### config.mk
export PLATFORM = sky130hd
export DESIGN_NAME = tcfe_device_flat
export DESIGN_NICKNAME = d
export VERILOG_FILES = /design/src/hw/tcfe_pkg.sv /design/src/hw/tcfe_if.sv /design/src/hw/tcfe_device.sv /design/src/flat_wrapper.sv
export SDC_FILE = /design/constraint.sdc
export NUM_CORES = 1
export LEC_CHECK = 0
export ABC_CLOCK_PERIOD_IN_PS = 3000
export BUFFER_PORTS_ARGS = -buffer_cell sky130_fd_sc_hd__buf_2
export CAP_MARGIN = 10
export CELL_PAD_IN_SITES_DETAIL_PLACEMENT = 0
export CELL_PAD_IN_SITES_GLOBAL_PLACEMENT = 1
export CORE_MARGIN = 2
export CORE_UTILIZATION = 35
export CTS_BUF_LIST = sky130_fd_sc_hd__clkbuf_16
export CTS_CLUSTER_SIZE = 10
export DETAILED_ROUTE_END_ITERATION = 12
export PLACE_DENSITY = 0.86
export SLEW_MARGIN = 20
export SYNTH_ARGS = -nofsm -noshare
export SYNTH_HDL_FRONTEND = slang
export SYNTH_SLANG_ARGS = --single-unit
### constraint.sdc
create_clock -name clk -period 3 [get_ports clk]
set_input_delay 0.3 -clock clk [delete_from_list [all_inputs] [get_ports clk]]
set_output_delay 0.3 -clock clk [all_outputs]
set_load 0.05 [all_outputs]
### src/hw/tcfe_pkg.sv
// constants shared by the freeze entry device end and the user permit end
package tcfe_pkg;
   // request pin and permit levels
   localparam logic REQ_ASSERTED      = 1'h0;
   localparam logic REQ_IDLE          = 1'h1;
   localparam logic PERMIT_ASSERTED   = 1'h1;
   localparam logic PERMIT_IDLE       = 1'h0;
   // variant select: type 1 request only, type 2 request and permit
   localparam logic VARIANT_SINGLE    = 1'h0;
   localparam logic VARIANT_DUAL      = 1'h1;
   // core power present level
   localparam logic CORE_POWER_ON     = 1'h1;
   // retained state width and reset value
   localparam int   STATE_W           = 8;
   localparam logic [7:0] STATE_RESET = 8'h00;
   // device end states
   typedef enum logic [1:0] {TCFE_RUN, TCFE_FROZEN, TCFE_UNPOWERED} tcfe_state_e;
   // user end states
   typedef enum logic [1:0] {TCFE_U_IDLE, TCFE_U_HOUSEKEEP, TCFE_U_GRANT,
                             TCFE_U_REVOKE} tcfe_user_e;
endpackage

### src/hw/tcfe_if.sv
// link between the freeze entry device end and the user permit end
`timescale 1ns/1ps
`default_nettype none
interface tcfe_if;
   logic low_power_request_pin_n; // board request, active low
   logic static_entry_permit;     // permit from user logic, active high
   logic frozen;                  // device is in freeze mode
   modport device (input low_power_request_pin_n, input static_entry_permit, output frozen);
   modport user   (input low_power_request_pin_n, input frozen, output static_entry_permit);
endinterface
`default_nettype wire

### src/hw/tcfe_device.sv
// device end: freeze mode entry gating and core power state keeping
`timescale 1ns/1ps
`default_nettype none
module tcfe_device (
   input  wire logic                         clk,         // core clock, 25 MHz
   input  wire logic                         rst_n,       // asynchronous reset, active low
   input  wire logic                         dual_mode,   // 1 two-condition, 0 request only
   input  wire logic                         core_power,  // core supply present
   input  wire logic                         state_we,    // user write to retained state
   input  wire logic [tcfe_pkg::STATE_W-1:0] state_wdata, // data for retained state
   input  wire logic                         restore_we,  // external restore load
   input  wire logic [tcfe_pkg::STATE_W-1:0] restore_data,// restored state from outside
   output logic      [tcfe_pkg::STATE_W-1:0] state_q,     // retained core state
   output logic                              frozen_out,  // freeze mode indicator
   tcfe_if.device                            lnk          // link to request pin and permit
);
   // ****************************************
   // level decode
   // ****************************************
   // pin and supply levels as active-high flags
   logic req_on;
   logic permit_on;
   logic power_on;

   always_comb begin
      req_on    = (lnk.low_power_request_pin_n == tcfe_pkg::REQ_ASSERTED);
      permit_on = (lnk.static_entry_permit == tcfe_pkg::PERMIT_ASSERTED);
      power_on  = (core_power == tcfe_pkg::CORE_POWER_ON);
   end

   // ****************************************
   // entry condition
   // ****************************************
   // permit only counts in the two-condition variant
   logic entry_ok;

   always_comb begin
      case (dual_mode)
         tcfe_pkg::VARIANT_DUAL: begin
            entry_ok = req_on && permit_on;
         end
         tcfe_pkg::VARIANT_SINGLE: begin
            entry_ok = req_on;
         end
         default: begin
            entry_ok = 1'h0;
         end
      endcase
   end

   // ****************************************
   // mode state machine
   // ****************************************
   tcfe_pkg::tcfe_state_e state;
   tcfe_pkg::tcfe_state_e next_state;

   // power loss outranks both entry and exit
   always_comb begin
      case (state)
         tcfe_pkg::TCFE_RUN: begin
            if (!power_on) begin
               next_state = tcfe_pkg::TCFE_UNPOWERED;
            end else if (entry_ok) begin
               next_state = tcfe_pkg::TCFE_FROZEN;
            end else begin
               next_state = tcfe_pkg::TCFE_RUN;
            end
         end
         tcfe_pkg::TCFE_FROZEN: begin
            if (!power_on) begin
               next_state = tcfe_pkg::TCFE_UNPOWERED;
            end else if (!req_on) begin
               next_state = tcfe_pkg::TCFE_RUN;
            end else begin
               next_state = tcfe_pkg::TCFE_FROZEN;
            end
         end
         tcfe_pkg::TCFE_UNPOWERED: begin
            if (power_on) begin
               next_state = tcfe_pkg::TCFE_RUN;
            end else begin
               next_state = tcfe_pkg::TCFE_UNPOWERED;
            end
         end
         default: begin
            next_state = tcfe_pkg::TCFE_RUN;
         end
      endcase
   end

   always_ff @(posedge clk or negedge rst_n) begin
      if (!rst_n) begin
         state <= tcfe_pkg::TCFE_RUN;
      end else begin
         state <= next_state;
      end
   end

   // ****************************************
   // retained state load select
   // ****************************************
   // power loss beats restore, restore beats a user write
   // restore may land in the edge that enters freeze
   logic clear_all;
   logic take_restore;
   logic take_write;

   always_comb begin
      case (state)
         tcfe_pkg::TCFE_RUN: begin
            if (!power_on) begin
               clear_all    = 1'h1;
               take_restore = 1'h0;
               take_write   = 1'h0;
            end else if (restore_we) begin
               clear_all    = 1'h0;
               take_restore = 1'h1;
               take_write   = 1'h0;
            end else if (state_we && !entry_ok) begin
               clear_all    = 1'h0;
               take_restore = 1'h0;
               take_write   = 1'h1;
            end else begin
               clear_all    = 1'h0;
               take_restore = 1'h0;
               take_write   = 1'h0;
            end
         end
         tcfe_pkg::TCFE_FROZEN: begin
            clear_all    = !power_on;
            take_restore = 1'h0;
            take_write   = 1'h0;
         end
         tcfe_pkg::TCFE_UNPOWERED: begin
            clear_all    = 1'h1;
            take_restore = 1'h0;
            take_write   = 1'h0;
         end
         default: begin
            clear_all    = 1'h0;
            take_restore = 1'h0;
            take_write   = 1'h0;
         end
      endcase
   end

   // ****************************************
   // retained state bits
   // ****************************************
   // one keep cell per retained bit
   logic [tcfe_pkg::STATE_W-1:0] next_state_q;

   for (genvar bit_idx = 0; bit_idx < tcfe_pkg::STATE_W; bit_idx++) begin : g_keep
      logic next_bit;
      always_comb begin
         if (clear_all) begin
            next_bit = tcfe_pkg::STATE_RESET[bit_idx];
         end else if (take_restore) begin
            next_bit = restore_data[bit_idx];
         end else if (take_write) begin
            next_bit = state_wdata[bit_idx];
         end else begin
            next_bit = state_q[bit_idx];
         end
      end
      assign next_state_q[bit_idx] = next_bit;
   end

   always_ff @(posedge clk or negedge rst_n) begin
      if (!rst_n) begin
         state_q <= tcfe_pkg::STATE_RESET;
      end else begin
         state_q <= next_state_q;
      end
   end

   // ****************************************
   // freeze indicator
   // ****************************************
   // follows next_state so the flag lines up with the mode
   logic next_frozen;

   always_comb begin
      next_frozen = (next_state == tcfe_pkg::TCFE_FROZEN);
   end

   always_ff @(posedge clk or negedge rst_n) begin
      if (!rst_n) begin
         frozen_out <= 1'h0;
         lnk.frozen <= 1'h0;
      end else begin
         frozen_out <= next_frozen;
         lnk.frozen <= next_frozen;
      end
   end
endmodule
`default_nettype wire

### src/flat_wrapper.sv
// flat-port wrapper written by rule: the top's interface ports become plain ports
module tcfe_device_flat 
  (clk, rst_n, dual_mode, core_power, state_we, state_wdata, restore_we, restore_data, state_q, frozen_out, lnk_low_power_request_pin_n, lnk_static_entry_permit, lnk_frozen);
  tcfe_if lnk_i ();
  input  wire logic clk;
  input  wire logic rst_n;
  input  wire logic dual_mode;
  input  wire logic core_power;
  input  wire logic state_we;
  input  wire logic [tcfe_pkg::STATE_W-1:0] state_wdata;
  input  wire logic restore_we;
  input  wire logic [tcfe_pkg::STATE_W-1:0] restore_data;
  output logic      [tcfe_pkg::STATE_W-1:0] state_q;
  output logic frozen_out;
  input wire logic [$bits(lnk_i.low_power_request_pin_n)-1:0] lnk_low_power_request_pin_n;
  input wire logic [$bits(lnk_i.static_entry_permit)-1:0] lnk_static_entry_permit;
  output wire logic [$bits(lnk_i.frozen)-1:0] lnk_frozen;
  assign lnk_i.low_power_request_pin_n = lnk_low_power_request_pin_n;
  assign lnk_i.static_entry_permit = lnk_static_entry_permit;
  assign lnk_frozen = lnk_i.frozen;
  tcfe_device u_core (.clk(clk), .rst_n(rst_n), .dual_mode(dual_mode), .core_power(core_power), .state_we(state_we), .state_wdata(state_wdata), .restore_we(restore_we), .restore_data(restore_data), .state_q(state_q), .frozen_out(frozen_out), .lnk(lnk_i));
endmodule
==> results.yml <==
outcome:
  status: "finished clean"
placed_design:
  placed_cells: 123
  place_hpwl_microns: 1180
  place.gp.congestion: 0.745
  place_ws_ps: 1410
  portBuffers: 33
  placedInstanceArea_sq_um: 873
final_layout:
  nets: 126
  syn_to_final_growth_pct: 36.1
  fin_area_sq_um: 962
  fin_util_pct: 49.5
  antenna_cells: 0
  final_cells: 128
  drive_above_1_share_pct: 48.5
floorplan:
  io-pin-count: 34
  rows: 16
  die_w_microns: 48.9
  die_h_microns: 48.9
  initial_core_util_pct: 36.4
  core_area_sq_um: 1940
  die_area_sq_um: 2400
drt:
  routedWlPerCell_microns: 12.2
  drtIter0Drc: 5
  wirelength_microns: 1570
  ant_nets: 0
  first_pass_iters: 3
  drcViolationCount: 0
  viasPerCell: 4.76
  vias: 609
synth:
  synth-seq-cells: 11
  syn-num-nets: 92
  synth_cell_types: 19
  ys_seq_area_share_pct: 38.9
  syn-instance-count: 68
  synth_area_sq_um: 707
  yosysWarnings: 0
  synth.avg_cell_area_sq_um: 10.4
timing:
  rsz0062_at_grt: "false"
  hold_slack_ps: 262
  timing.final.crit_share_pct: 49.8
  worst_slew_pin_slew_ps: 631
  maxSlewViolCount: 0
  hold_viol_final: 0
  relSlewSlack_pct: 57.8
  max_freq_ghz: 0.670
  finalClockSkew_ps: 0.519
  final.min_clock_period_ps: 1490
  setup_viol: 0
  tns_ps: 0
  layout_setup_ws_ps: 1510
cts:
  cts_tree: "yes"
  cts-resized-gates: 0
  clkSinkCount: 11
  ctsHoldBuffers: 1
  cts-root-buf: "clkbuf_16"
  cts_buffers: 3
  clock_path_buffers: 2
  clk_latency_ps: 230
  clk_pin_slew_ps: 40
  htree_num_levels: 1
  cts_setup_buffers: 0
job:
  maxCapViolations: 0
grt:
  grt_max_degree: 12
  grt_pass1_wl_microns: 2630
  grt_pass1_vias: 580
  overflow: 0
  antenna_found_initial: 0
  grt_usage_pct: 14.3
pwr:
  p_leak_nw: 0.492
  pwr-share-seq_pct: 31.9
  internal_power_mw: 0.384
  p_sw_share_pct: 27.7
  pwr-share-clk_pct: 44.5
  finalPower_mw: 0.532
  powerDensity_nw_per_um2: 553
  p_comb_share_pct: 23.7
  ir_worst_vdd_mv: 0.317
  p_switching_mw: 0.147
worst_setup_path:
  worstSetupStartpointType: "flip-flop"
  path_class: "reg2reg"
  path_max_fanout: 8
  rrSetupSlack_ps: 1510
  crit_arrival_ps: 1670
  required_ps: 3170
  endpoint_kind: "flip-flop"
hold_path:
  hp-class: "in2reg"
final timing paths:
check                                            start           endpoint  depth (start not counted)
min in group asynchronous                        rst_n  u_core.state_q[4]                          2
min reg2reg                          u_core.state_q[6]  u_core.state_q[6]                          1
max reg2reg                            u_core.state[0]  u_core.state_q[6]                          4
max                                    u_core.state[0]  u_core.state_q[6]                          4
min                        lnk_low_power_request_pin_n  u_core.lnk.frozen                          2
max in group asynchronous                        rst_n  u_core.state_q[2]                          2
cell families (layout without fill, tap and decap cells):
logic type	count (synthesis)	after routing	synth area share, %
and+or+nand+nor	14	14	13.6
buffers and inverters	6	39	5.13
AOI/OAI and AO/OA	29	29	25.3
muxes	8	8	17.0
DFF	11	11	38.9
layout make-up:
type	instances	area, sq um
timing repair buffer	34	175
tap	27	33.8
clock inverter	1	3.75
inverter	1	3.75
clock buffer	3	75.1
sequential	11	275
multi-input combinational	51	395
fill	192	980
power by group through the flow:
| stage | Combinational [mW] | Clock [mW] | Sequential, mW |
|---|---|---|---|
| finish | 0.126 | 0.236 | 0.170 |
| global route | 0.135 | 0.250 | 0.171 |
| CTS | 0.127 | 0.240 | 0.170 |
| detailed placement | 0.126 | 0 | 0.172 |
| global placement | 0.124 | 0 | 0.171 |
| floorplan | 0.0513 | 0 | 0.208 |
sequential cells by signal (all words and copies together), names as in the netlist:
name,cells
u_core.lnk.frozen,1
u_core.state_q,8
u_core.state,2
cells in the mapped netlist:
library cell  instances  area share [%]
dfrtp_1              11              39
a21oi_1               8             5.7
mux2_4                8              17
o21ai_0               8             5.7
o21ai_1               8             5.7
nor2b_1               6             5.3
and2b_1               3             3.2
a211oi_1              2             2.1
and2_1                2             1.8
buf_2                 2             1.4
o21ai_2               2             2.5
buf_1                 1            0.53
buf_4                 1             1.1
buf_6                 1             1.6
inv_2                 1            0.53
nand2b_1              1            0.89
nor2_1                1            0.53
nor2b_4               1             1.9
o221ai_4              1             3.7
worst max-delay path: stages (launching register included):
cell,delay [ps]
dfrtp_1,440
nor2b_1,530
a21oi_1,170
o21ai_1,140
mux2_4,150
layer usage:
| layer | GRT usage [%] | part of all wire [%] | up-vias |
|---|---|---|---|
| li1 | - | - | 308 |
| met5 | 0 | 0 | - |
| met1 | 18.9 | 47 | 282 |
| met4 | 7.14 | 0.83 | 0 |
| met3 | 1.23 | 3.1 | 2 |
| met2 | 23.5 | 49 | 17 |
placed cells by master (no fill, tap or decap), drive strengths merged:
| cell type | instances |
|---|---|
| inv | 2 |
| dfrtp | 11 |
| a21oi | 8 |
| o21ai | 18 |
| o221ai | 1 |
| and2 | 2 |
| and2b | 3 |
| nand2b | 1 |
| clkbuf | 3 |
| nor2 | 1 |
| mux2 | 8 |
| buf | 33 |
| a211oi | 2 |
| dlygate4sd3 | 1 |
| nor2b | 7 |
(Power assumes the default switching activity.)
